<file path="config.mk">
export PLATFORM = sky130hd
export DESIGN_NAME = aprf_regfile
export DESIGN_NICKNAME = d
export VERILOG_FILES = /design/src/verilog/aprf_pkg.sv /design/src/verilog/aprf_regfile.sv
export SDC_FILE = /design/constraint.sdc
export NUM_CORES = 2
export LEC_CHECK = 0
export CAP_MARGIN = 25
export CORE_UTILIZATION = 45
export CTS_CLUSTER_SIZE = 16
export DETAILED_ROUTE_END_ITERATION = 16
export DONT_BUFFER_PORTS = 1
export HOLD_SLACK_MARGIN = 0.06
export PLACE_DENSITY_LB_ADDON = 0.3
export SLEW_MARGIN = 20
export SYNTH_ARGS = -nofsm -noshare
export SYNTH_HDL_FRONTEND = slang
export SYNTH_SLANG_ARGS = --single-unit
</file>
<file path="constraint.sdc">
create_clock -name i_clk -period 12.1 [get_ports i_clk]
set_input_delay 1.21 -clock i_clk [delete_from_list [all_inputs] [get_ports i_clk]]
set_output_delay 1.21 -clock i_clk [all_outputs]
set_load 0.03 [all_outputs]
</file>
<file path="src/verilog/aprf_pkg.sv">
package aprf_pkg;

  // memory-mapped register indexes, as printed
  localparam logic [6:0] APRF_MMR_TEMP0 = 7'h20;
  localparam logic [6:0] APRF_MMR_TEMP1 = 7'h21;
  localparam logic [6:0] APRF_MMR_TEMP2 = 7'h22;
  localparam logic [6:0] APRF_MMR_TEMP3 = 7'h23;
  localparam logic [6:0] APRF_MMR_AUX0 = 7'h10;
  localparam logic [6:0] APRF_MMR_AUX4 = 7'h14;
  localparam logic [6:0] APRF_MMR_COEFF = 7'h27;
  localparam logic [6:0] APRF_MMR_CSIZE_LO = 7'h19;
  localparam logic [6:0] APRF_MMR_CSIZE_HI = 7'h30;
  localparam logic [6:0] APRF_MMR_CSIZE_CO = 7'h31;
  localparam logic [6:0] APRF_MMR_START01 = 7'h32;
  localparam logic [6:0] APRF_MMR_START_CO = 7'h36;
  localparam logic [6:0] APRF_MMR_COEFF_PAGE = 7'h4F;

  // field layout of a 23-bit address
  localparam int APRF_OFS_W = 16;
  localparam int APRF_PAGE_W = 7;
  localparam int APRF_ADDR_W = 23;
  localparam int APRF_NUM_AUX = 8;
  localparam int APRF_NUM_TEMP = 4;
  localparam int APRF_NUM_START = 5;
  localparam int APRF_NUM_SIZE = 3;
  localparam logic [1:0] APRF_SHIFT_TEMP = 2'h2;
  localparam logic [3:0] APRF_SEL_COEFF = 4'h8;
  localparam logic [2:0] APRF_START_COEFF = 3'h4;
  localparam logic [1:0] APRF_SIZE_COEFF = 2'h2;
  localparam logic [15:0] APRF_RST16 = 16'h0000;
  localparam logic [6:0] APRF_RST7 = 7'h00;

  // address-unit alu operations on pointer low halves
  typedef enum logic [2:0] {
    APRF_ALU_NONE,
    APRF_ALU_ADD,
    APRF_ALU_SUB,
    APRF_ALU_AND,
    APRF_ALU_OR,
    APRF_ALU_XOR,
    APRF_ALU_SHL,
    APRF_ALU_SHR
  } aprf_alu_op_type;

  // pointer update kinds in the address generator
  typedef enum logic [1:0] {
    APRF_MOD_NONE,
    APRF_MOD_LINEAR,
    APRF_MOD_LOCAL
  } aprf_mod_type;

  // memory-mapped access
  typedef struct packed {
    logic wr;
    logic [6:0] addr;
    logic [15:0] wdata;
  } aprf_mmr_type;

  // dedicated full-width pointer access; index 8 is the coefficient pointer
  typedef struct packed {
    logic wr;
    logic [3:0] sel;
    logic [22:0] wdata;
  } aprf_ext_type;

  // temporary register write, swap with an aux pointer low half
  typedef struct packed {
    logic wr;
    logic [1:0] sel;
    logic [15:0] wdata;
    logic swap;
    logic [2:0] swap_aux;
  } aprf_temp_type;

  // address-unit alu request
  typedef struct packed {
    aprf_alu_op_type op;
    logic [2:0] dst;
    logic [15:0] operand;
  } aprf_alu_type;

  // address generation request
  typedef struct packed {
    aprf_mod_type kind;
    logic [3:0] sel;
    logic [15:0] step;
  } aprf_agen_type;

  // whole register state
  typedef struct packed {
    logic [3:0][15:0] temp;
    logic [7:0][15:0] aux_low;
    logic [7:0][6:0] aux_page;
    logic [15:0] coeff_low;
    logic [6:0] coeff_page;
    logic [4:0][15:0] start;
    logic [2:0][15:0] csize;
    logic [15:0] mmr_rdata;
    logic [22:0] addr;
    logic [22:0] coeff_addr;
    logic [22:0] ext_rdata;
  } aprf_state_type;

endpackage : aprf_pkg

</file>
<file path="src/verilog/aprf_regfile.sv">
`timescale 1ns/1ps
// Notes on behaviour
// - four 16-bit temporary registers feed multiplies and act as scratch.
// - any temporary register may be picked as the shift count.
// - swap exchanges an aux pointer low half with a temporary register.
// - in legacy mode the multiplier and shift selects see the accumulator shift field for the third temporary register; its mapped read does not.
// - eight aux pointers, 7-bit page above 16-bit offset, 23-bit address.
// - full pointers by dedicated access only; low halves memory-mapped, pages not.
// - alu works on low halves in the same cycle as address updates.
// - address updates use 23-bit arithmetic and carry into the page.
// - stack, i/o, register-bit and direct updates stay in the low 16 bits.
// - coefficient pointer has a 7-bit page above its 16-bit low half.
// - coefficient low and page memory-mapped; extended pointer not memory-mapped.
// - coefficient pointer gives a third independent operand address.
// - five 16-bit start registers accept any value, no alignment.
// - start address added only when status two selects circular mode.
// - start registers serve pointer pairs and the coefficient pointer; page from pointer.
// - circular address is own page joined with low half plus start.
// - three size registers; legacy mode makes the first serve all aux pointers.
module aprf_regfile
  import aprf_pkg::*;
(
  // clock and reset
  input wire logic i_clk,
  input wire logic i_rst_n,
  // mode and status inputs from the cpu
  input wire logic i_legacy_compat_mode,
  input wire logic [4:0] i_accum_shift_mode_field,
  input wire logic [8:0] i_status_reg_two_circ,
  // register accesses
  input wire aprf_mmr_type i_mmr,
  input wire aprf_ext_type i_ext,
  input wire aprf_temp_type i_temp,
  input wire aprf_alu_type i_alu,
  input wire aprf_agen_type i_agen,
  // operand selects
  input wire logic [1:0] i_mult_sel,
  input wire logic [1:0] i_shift_sel,
  // results
  output logic [15:0] o_mmr_rdata,
  output logic [22:0] o_ext_rdata,
  output logic [22:0] o_data_addr,
  output logic [22:0] o_coeff_addr,
  output logic [15:0] o_mult_operand,
  output logic [15:0] o_shift_count,
  output logic [2:0][15:0] o_circ_size
);

  aprf_state_type state_reg;
  aprf_state_type state_next;

  // index of the start register serving a pointer select
  function automatic logic [2:0] start_index(input logic [3:0] sel);
    if (sel == APRF_SEL_COEFF) begin
      return APRF_START_COEFF;
    end
    return sel[2:0] >> 1;
  endfunction : start_index

  // effective temporary register value, legacy mode binds the third one
  function automatic logic [15:0] temp_value(input aprf_state_type s, input logic [1:0] sel,
                                             input logic legacy, input logic [4:0] asm_f);
    if (legacy && sel == APRF_SHIFT_TEMP) begin
      return {{11{asm_f[4]}}, asm_f};
    end
    return s.temp[sel];
  endfunction : temp_value

  // circular-aware 23-bit address of a pointer
  function automatic logic [22:0] ptr_addr(input aprf_state_type s, input logic [3:0] sel,
                                           input logic [8:0] circ);
    logic [6:0] page;
    logic [15:0] low;
    logic [15:0] base;
    page = (sel == APRF_SEL_COEFF) ? s.coeff_page : s.aux_page[sel[2:0]];
    low = (sel == APRF_SEL_COEFF) ? s.coeff_low : s.aux_low[sel[2:0]];
    base = circ[sel] ? s.start[start_index(sel)] : APRF_RST16;
    return {page, 16'(low + base)};
  endfunction : ptr_addr

  // read of the mapped space
  function automatic logic [15:0] mmr_read(input aprf_state_type s, input logic [6:0] a);
    logic [15:0] d;
    d = APRF_RST16;
    case (a)
      APRF_MMR_TEMP0, APRF_MMR_TEMP1, APRF_MMR_TEMP2, APRF_MMR_TEMP3: begin
        d = s.temp[2'(a - APRF_MMR_TEMP0)];
      end
      APRF_MMR_COEFF: d = s.coeff_low;
      APRF_MMR_COEFF_PAGE: d = {9'h000, s.coeff_page};
      APRF_MMR_CSIZE_LO: d = s.csize[0];
      APRF_MMR_CSIZE_HI: d = s.csize[1];
      APRF_MMR_CSIZE_CO: d = s.csize[APRF_SIZE_COEFF];
      default: begin
        if (a >= APRF_MMR_AUX0 && a < APRF_MMR_AUX0 + 7'(APRF_NUM_AUX)) begin
          d = s.aux_low[3'(a - APRF_MMR_AUX0)];
        end else if (a >= APRF_MMR_START01 && a <= APRF_MMR_START_CO) begin
          d = s.start[3'(a - APRF_MMR_START01)];
        end
      end
    endcase
    return d;
  endfunction : mmr_read

  // next-state logic
  always_comb begin
    logic [3:0] s;
    logic [22:0] full;
    logic [15:0] t;
    logic [15:0] r;
    state_next = state_reg;
    s = i_agen.sel;
    full = {APRF_RST7, APRF_RST16};
    t = APRF_RST16;
    r = APRF_RST16;
    // mapped writes only touch the addressed half
    if (i_mmr.wr) begin
      case (i_mmr.addr)
        APRF_MMR_TEMP0, APRF_MMR_TEMP1, APRF_MMR_TEMP2, APRF_MMR_TEMP3: begin
          state_next.temp[2'(i_mmr.addr - APRF_MMR_TEMP0)] = i_mmr.wdata;
        end
        APRF_MMR_COEFF: state_next.coeff_low = i_mmr.wdata;
        APRF_MMR_COEFF_PAGE: state_next.coeff_page = i_mmr.wdata[6:0];
        APRF_MMR_CSIZE_LO: state_next.csize[0] = i_mmr.wdata;
        APRF_MMR_CSIZE_HI: state_next.csize[1] = i_mmr.wdata;
        APRF_MMR_CSIZE_CO: state_next.csize[APRF_SIZE_COEFF] = i_mmr.wdata;
        default: begin
          if (i_mmr.addr >= APRF_MMR_AUX0 && i_mmr.addr < APRF_MMR_AUX0 + 7'(APRF_NUM_AUX)) begin
            state_next.aux_low[3'(i_mmr.addr - APRF_MMR_AUX0)] = i_mmr.wdata;
          end else if (i_mmr.addr >= APRF_MMR_START01 && i_mmr.addr <= APRF_MMR_START_CO) begin
            state_next.start[3'(i_mmr.addr - APRF_MMR_START01)] = i_mmr.wdata;
          end
        end
      endcase
    end
    // dedicated full-pointer writes, the only direct write to the aux pages; linear generator updates also carry into them
    if (i_ext.wr) begin
      if (i_ext.sel == APRF_SEL_COEFF) begin
        state_next.coeff_page = i_ext.wdata[22:16];
        state_next.coeff_low = i_ext.wdata[15:0];
      end else if (!i_ext.sel[3]) begin
        state_next.aux_page[i_ext.sel[2:0]] = i_ext.wdata[22:16];
        state_next.aux_low[i_ext.sel[2:0]] = i_ext.wdata[15:0];
      end
    end
    // temporary write, then swap which sees the pre-cycle values
    if (i_temp.wr) begin
      state_next.temp[i_temp.sel] = i_temp.wdata;
    end
    if (i_temp.swap) begin
      state_next.temp[i_temp.sel] = state_reg.aux_low[i_temp.swap_aux];
      state_next.aux_low[i_temp.swap_aux] = state_reg.temp[i_temp.sel];
    end
    // address-unit alu on a low half
    t = state_reg.aux_low[i_alu.dst];
    case (i_alu.op)
      APRF_ALU_ADD: r = 16'(t + i_alu.operand);
      APRF_ALU_SUB: r = 16'(t - i_alu.operand);
      APRF_ALU_AND: r = t & i_alu.operand;
      APRF_ALU_OR: r = t | i_alu.operand;
      APRF_ALU_XOR: r = t ^ i_alu.operand;
      APRF_ALU_SHL: r = t << i_alu.operand[3:0];
      APRF_ALU_SHR: r = t >> i_alu.operand[3:0];
      default: r = t;
    endcase
    if (i_alu.op != APRF_ALU_NONE) begin
      state_next.aux_low[i_alu.dst] = r;
    end
    // generator update in the same cycle; a clash on one pointer favours the generator
    full = (s == APRF_SEL_COEFF) ? {state_reg.coeff_page, state_reg.coeff_low}
                                 : {state_reg.aux_page[s[2:0]], state_reg.aux_low[s[2:0]]};
    case (i_agen.kind)
      APRF_MOD_LINEAR: full = 23'(full + {7'h00, i_agen.step});
      APRF_MOD_LOCAL: full = {full[22:16], 16'(full[15:0] + i_agen.step)};
      default: full = full;
    endcase
    if (i_agen.kind != APRF_MOD_NONE && (s == APRF_SEL_COEFF || !s[3])) begin
      if (s == APRF_SEL_COEFF) begin
        state_next.coeff_page = full[22:16];
        state_next.coeff_low = full[15:0];
      end else begin
        state_next.aux_page[s[2:0]] = full[22:16];
        state_next.aux_low[s[2:0]] = full[15:0];
      end
    end
    // registered read data and addresses
    state_next.mmr_rdata = mmr_read(state_reg, i_mmr.addr);
    state_next.ext_rdata = (i_ext.sel == APRF_SEL_COEFF) ? {state_reg.coeff_page, state_reg.coeff_low}
                         : {state_reg.aux_page[i_ext.sel[2:0]], state_reg.aux_low[i_ext.sel[2:0]]};
    state_next.addr = ptr_addr(state_reg, (s == APRF_SEL_COEFF) ? s : {1'b0, s[2:0]},
                               i_status_reg_two_circ);
    state_next.coeff_addr = ptr_addr(state_reg, APRF_SEL_COEFF, i_status_reg_two_circ);
  end

  // state register
  always_ff @(posedge i_clk or negedge i_rst_n) begin
    if (!i_rst_n) begin
      state_reg <= '0;
    end else begin
      state_reg <= state_next;
    end
  end

  // outputs
  assign o_mmr_rdata = state_reg.mmr_rdata;
  assign o_ext_rdata = state_reg.ext_rdata;
  assign o_data_addr = state_reg.addr;
  assign o_coeff_addr = state_reg.coeff_addr;
  // operand selects read live registers; the legacy binding hides the third one
  assign o_mult_operand = temp_value(state_reg, i_mult_sel, i_legacy_compat_mode,
                                     i_accum_shift_mode_field);
  assign o_shift_count = temp_value(state_reg, i_shift_sel, i_legacy_compat_mode,
                                    i_accum_shift_mode_field);
  // legacy mode: first size register serves every aux pointer
  assign o_circ_size[0] = state_reg.csize[0];
  assign o_circ_size[1] = i_legacy_compat_mode ? state_reg.csize[0] : state_reg.csize[1];
  assign o_circ_size[2] = state_reg.csize[APRF_SIZE_COEFF];

endmodule : aprf_regfile

</file>
# Word level (Yosys, flattened, before mapping)

Cells that the tools add are included.

Mux-type cells: 108
Order comparisons: 25
Reduce and logical (&&, ||, !) cells: 23
Add/subtract/negate cells: 9
Equality and inequality tests: 23
Shift-type cells: 2
Bitwise logic cells: 5

Operators by type and width:

| cell                                                             | number |
|---|---|
| 128-bit bitwise mux                                              | 5 |
| 184-bit two-way mux                                              | 3 |
| 16-bit two-way mux                                               | 34 |
| 207-bit two-way mux                                              | 2 |
| 16-bit binary-select mux with 3-bit select                       | 8 |
| 128-bit two-way mux                                              | 3 |
| 192-bit two-way mux                                              | 2 |
| 16-bit demux with 3-bit select                                   | 6 |
| 80-bit two-way mux                                               | 3 |
| 64-bit bitwise mux                                               | 3 |
| 151-bit two-way mux                                              | 1 |
| 16-bit binary-select mux with 2-bit select                       | 4 |
| 64-bit two-way mux                                               | 2 |
| 56-bit bitwise mux                                               | 2 |
| 16-bit case mux with 7 select lines                              | 1 |
| 16-bit case mux with 6 select lines                              | 1 |
| 23-bit two-way mux                                               | 4 |
| 80-bit bitwise mux                                               | 1 |
| 16-bit adder                                                     | 4 |
| 16-bit demux with 2-bit select                                   | 2 |
| 7-bit binary-select mux with 3-bit select                        | 3 |
| 7-bit by 6-bit == test with 1-bit output (second input constant) | 7 |
| 7-bit two-way mux                                                | 7 |
| 23-bit case mux with 2 select lines                              | 1 |
| 42 further kinds                                                 | 86 |

Logic and storage cells: 229
Output and inout port bits: 165
Register bits after elaboration: 484
Input port bits: 140

# Logic depth before layout (Yosys ltp)

Word-level depth: 20
Depth in mapped cells: 19
Gate-level depth less buffers: 16

# Least setup slack after synthesis

Ideal clock, no wire load.

Path type: input to register
Start point: input port i_agen[16] (netlist bit)
End point: register state_reg, in the netlist state_next[42]
Cell stages on the path: 18
Data arrival time: 5,482 ps
Slack: 6,536 ps
Setup time: 83 ps
Data required time: 12,017 ps
Path buffers: 5
Cell sequence: buf_2 buf_2 clkbuf_1 and2_1 buf_2 buf_1 a22oi_1 a41o_1 inv_1 ha_1 a211oi_1 o21ai_0 a2111oi_0 nor4_1 o31a_1 and3_1 o32a_1 o21ai_0

RTL lines:

| what                 | line                | source |
|---|---|---|
| start, declared      | aprf_regfile.sv:35  | `input wire aprf_agen_type i_agen,` |
| end signal, assigned | aprf_regfile.sv:200 | `state_reg <= state_next;` |
| end, declared        | aprf_regfile.sv:49  | `aprf_state_type state_reg;` |

==> results.md <==
* Status: completed
* Flip-flop and latch count after synthesis at 484
* Cts bufs inserted at 53
* # fillers at 8365
* DR iter-0 viols at 6476
* Synth top cells by count: 484 x dfrtp_1, 396 x nor2_1, 359 x nand2_1, 318 x clkbuf_1, 281 x mux2i_1
* Vias at 38.9k
* Cts hold-fix bufs at 0
* Area fraction of the dominant cell type after synthesis at 0.294
* YS warnings at 0
* Post-DRT Antenna Nets at 0
* Highest Clock Rate at 176 MHz
* Largest net degree at the start of global routing at 485
* Vias per inst at around 7.4
* Vias in the first global route at 35.9k
* Area of the multi-input gates at ~27000 um^2
* Max stage delay on crit path at roughly 0.84 ns
* Hold Crit Class: in -> async
* Total negative slack at 0 ns
* Final Power at 0.00764 W
* Fin crit share at 0.469
* Drt first pass iters at 9
* # DRC at 0
* Ys flop type: dfrtp_1
* I/O pin total at ~300
* Final slew viol count at 0
* H-Tree Depth at 2
* Pwr dens at around 180 nW/um^2
* Final GP Congestion at 1.05
* Syn nets at approximately 4.6k
* Dpl ws at 5.65 ns
* Top cells by area, synth: dfrtp_1 29%, mux4_2 12%, mux2i_1 6.8%
* Total gr overflow at 0
* Synth cell types at 96
* Die Y at 305 um
* Hpwl dp at around 130 mm
* Max IR drop VDD at 0.000106 V
* Synthesized cell area at just over 40000 um^2
* TritonCTS clock tree: done
* Detailed Route WL at 186 mm
* Critical-path maximum fanout at 43
* Root buffer cell: clkbuf_16
* Die width at 305 um
* EDFF count, synth at 0
* Min Tclk post-route at 5.68 ns
* Syn Inst Count at about 4.3k
* Max clock buf depth at 3
* Seq/Total Area, Yosys at 0.294
* Share of layout cells above drive strength 1 at 0.187
* Area Growth Syn to Fin at 4.95%
* Crit end category: register
* Final hold vios at 0
* CP arrival at 6.16 ns
* CTS Sinks at 484
* Final worst slack at ~6.4 ns
* Max cap viols at 0
* Top-count cell post-synth: dfrtp_1
* Post-cts resize count at 0
* Starting density of the core at 0.456
* Area leader, netlist: dfrtp_1
* Initial antenna violation count at 12
* First-pass GRT wire length at 264 mm
* Final #Nets at 4246
* Kind of start point of the critical path: input pin
* Setup Buffers After CTS at 0
* Die ar. at 92900 um^2
* Worst skew pair latency at 0.67 ns
* Relative slew slack at 0.200
* Worst EP required at 12.58 ns
* Skew final at approximately 0.053 ns
* FF+latch area at 12100 um^2
* Crit-path cells: or4b_2, buf_4, nor2_1, a41oi_1, ha_1, inv_1, fa_1, nor2b_1, o31a_1, o31ai_1, a211oi_1, o31ai_1, nor4_1, a211oi_1, o21ai_0
* Unrepaired setup endpoints after global routing: no
* R2R depth at 13
* Avg Inst Size Synth at 9.48 um^2
* Worst-path clk slew at 0.06 ns
* Async S/R FF share, synth at 1.00
* All-layer global routing usage at 0.389
* Final setup fails at 0
* Routed length per instance at 35.7 um
* Port Buffers at 0
* Worst-Margin Slew at 1.20 ns
* CP max stage cell: a211oi_1
* Leak Pwr at 17.9 nW
* Core Region at 90400 um^2
* Floorplan row count at 110
* Critical path class: in -> reg
## cells in the final DEF (no fill, tap or decap), types with 30 or more instances in the layout
master	count
nand3_1	69
dfrtp_1	484
nor3_1	42
a21oi_1	258
a31oi_1	49
a2111oi_0	33
nor2b_1	30
nor2_1	385
a221oi_1	71
mux4_2	213
ha_1	105
a211oi_1	227
nand2_1	359
o22ai_1	35
mux2i_1	281
buf_4	96
xnor2_1	48
a22oi_1	58
mux2_2	238
a21o_1	34
o21ai_0	258
inv_1	65
clkbuf_16	53
## through the flow
step,utilization,hold slack [ns],instance area (um^2),instances
2_1_floorplan,-,0.408,41200,4348
3_3_place_gp,0.455,0.504,41100,5100
3_5_place_dp,0.455,0.514,41200,5106
4_1_cts,0.477,0.257,43100,5203
5_1_grt,0.479,0.238,43300,5217
6_report,0.479,0.247,43300,5220
## final timing paths
path	start	to	slack, ns
max reg2reg	state_reg[405]	state_next[40]	7.20
max	i_agen[16]	state_next[45]	6.42
min	i_rst_n	o_coeff_addr[20]	0.25
min reg2reg	register	register	0.53
max in group asynchronous	i_rst_n	state_reg[449]	10.02
min in group i_clk	register	register	0.53
## metal layers
metal	global-route usage	routed length [um]	vias up
met5	0	108	-
met4	0.241	14400	10
met3	0.144	28900	758
met2	0.563	77500	3430
met1	0.490	65300	18900
li1	-	-	15800
## cell type report
class / count / share of cell area
clock inverter: 30 / 0.0113
tap: 1176 / 0.0340
antenna: 5 / 0.000289
multi-input combinational: 3277 / 0.614
clock buffer: 67 / 0.0332
timing repair buffer: 106 / 0.0206
inverter: 75 / 0.00650
sequential: 484 / 0.280
## power by group
part / leakage [nW] / switching [W] / internal [W] / total (W)
Combinational: 10.9 / 0.00165 / 0.00127 / 0.00293
Clock: 0.931 / 0.000769 / 0.00108 / 0.00185
Sequential: 6.09 / 0.000881 / 0.00198 / 0.00286
Total: 17.9 / 0.00330 / 0.00433 / 0.00764
## worst max-delay path, delay by kind of cell
family                     cells  cell delay (ns)
buffers and inverters          2             0.42
AOI/OAI and AO/OA              7             2.83
and+or+nand+nor                4             1.20
adders and majority gates      2             0.47
## logic make-up after synthesis
kind of cell               count (synthesis)  synth area share
muxes                                    766             0.269
and+or+nand+nor                         1083             0.118
AOI/OAI and AO/OA                       1262             0.208
DFF                                      484             0.294
buffers and inverters                    587            0.0657
adders and majority gates                109            0.0338
xor gates and xnor gates                  57            0.0121
(Power assumes the default switching activity.)
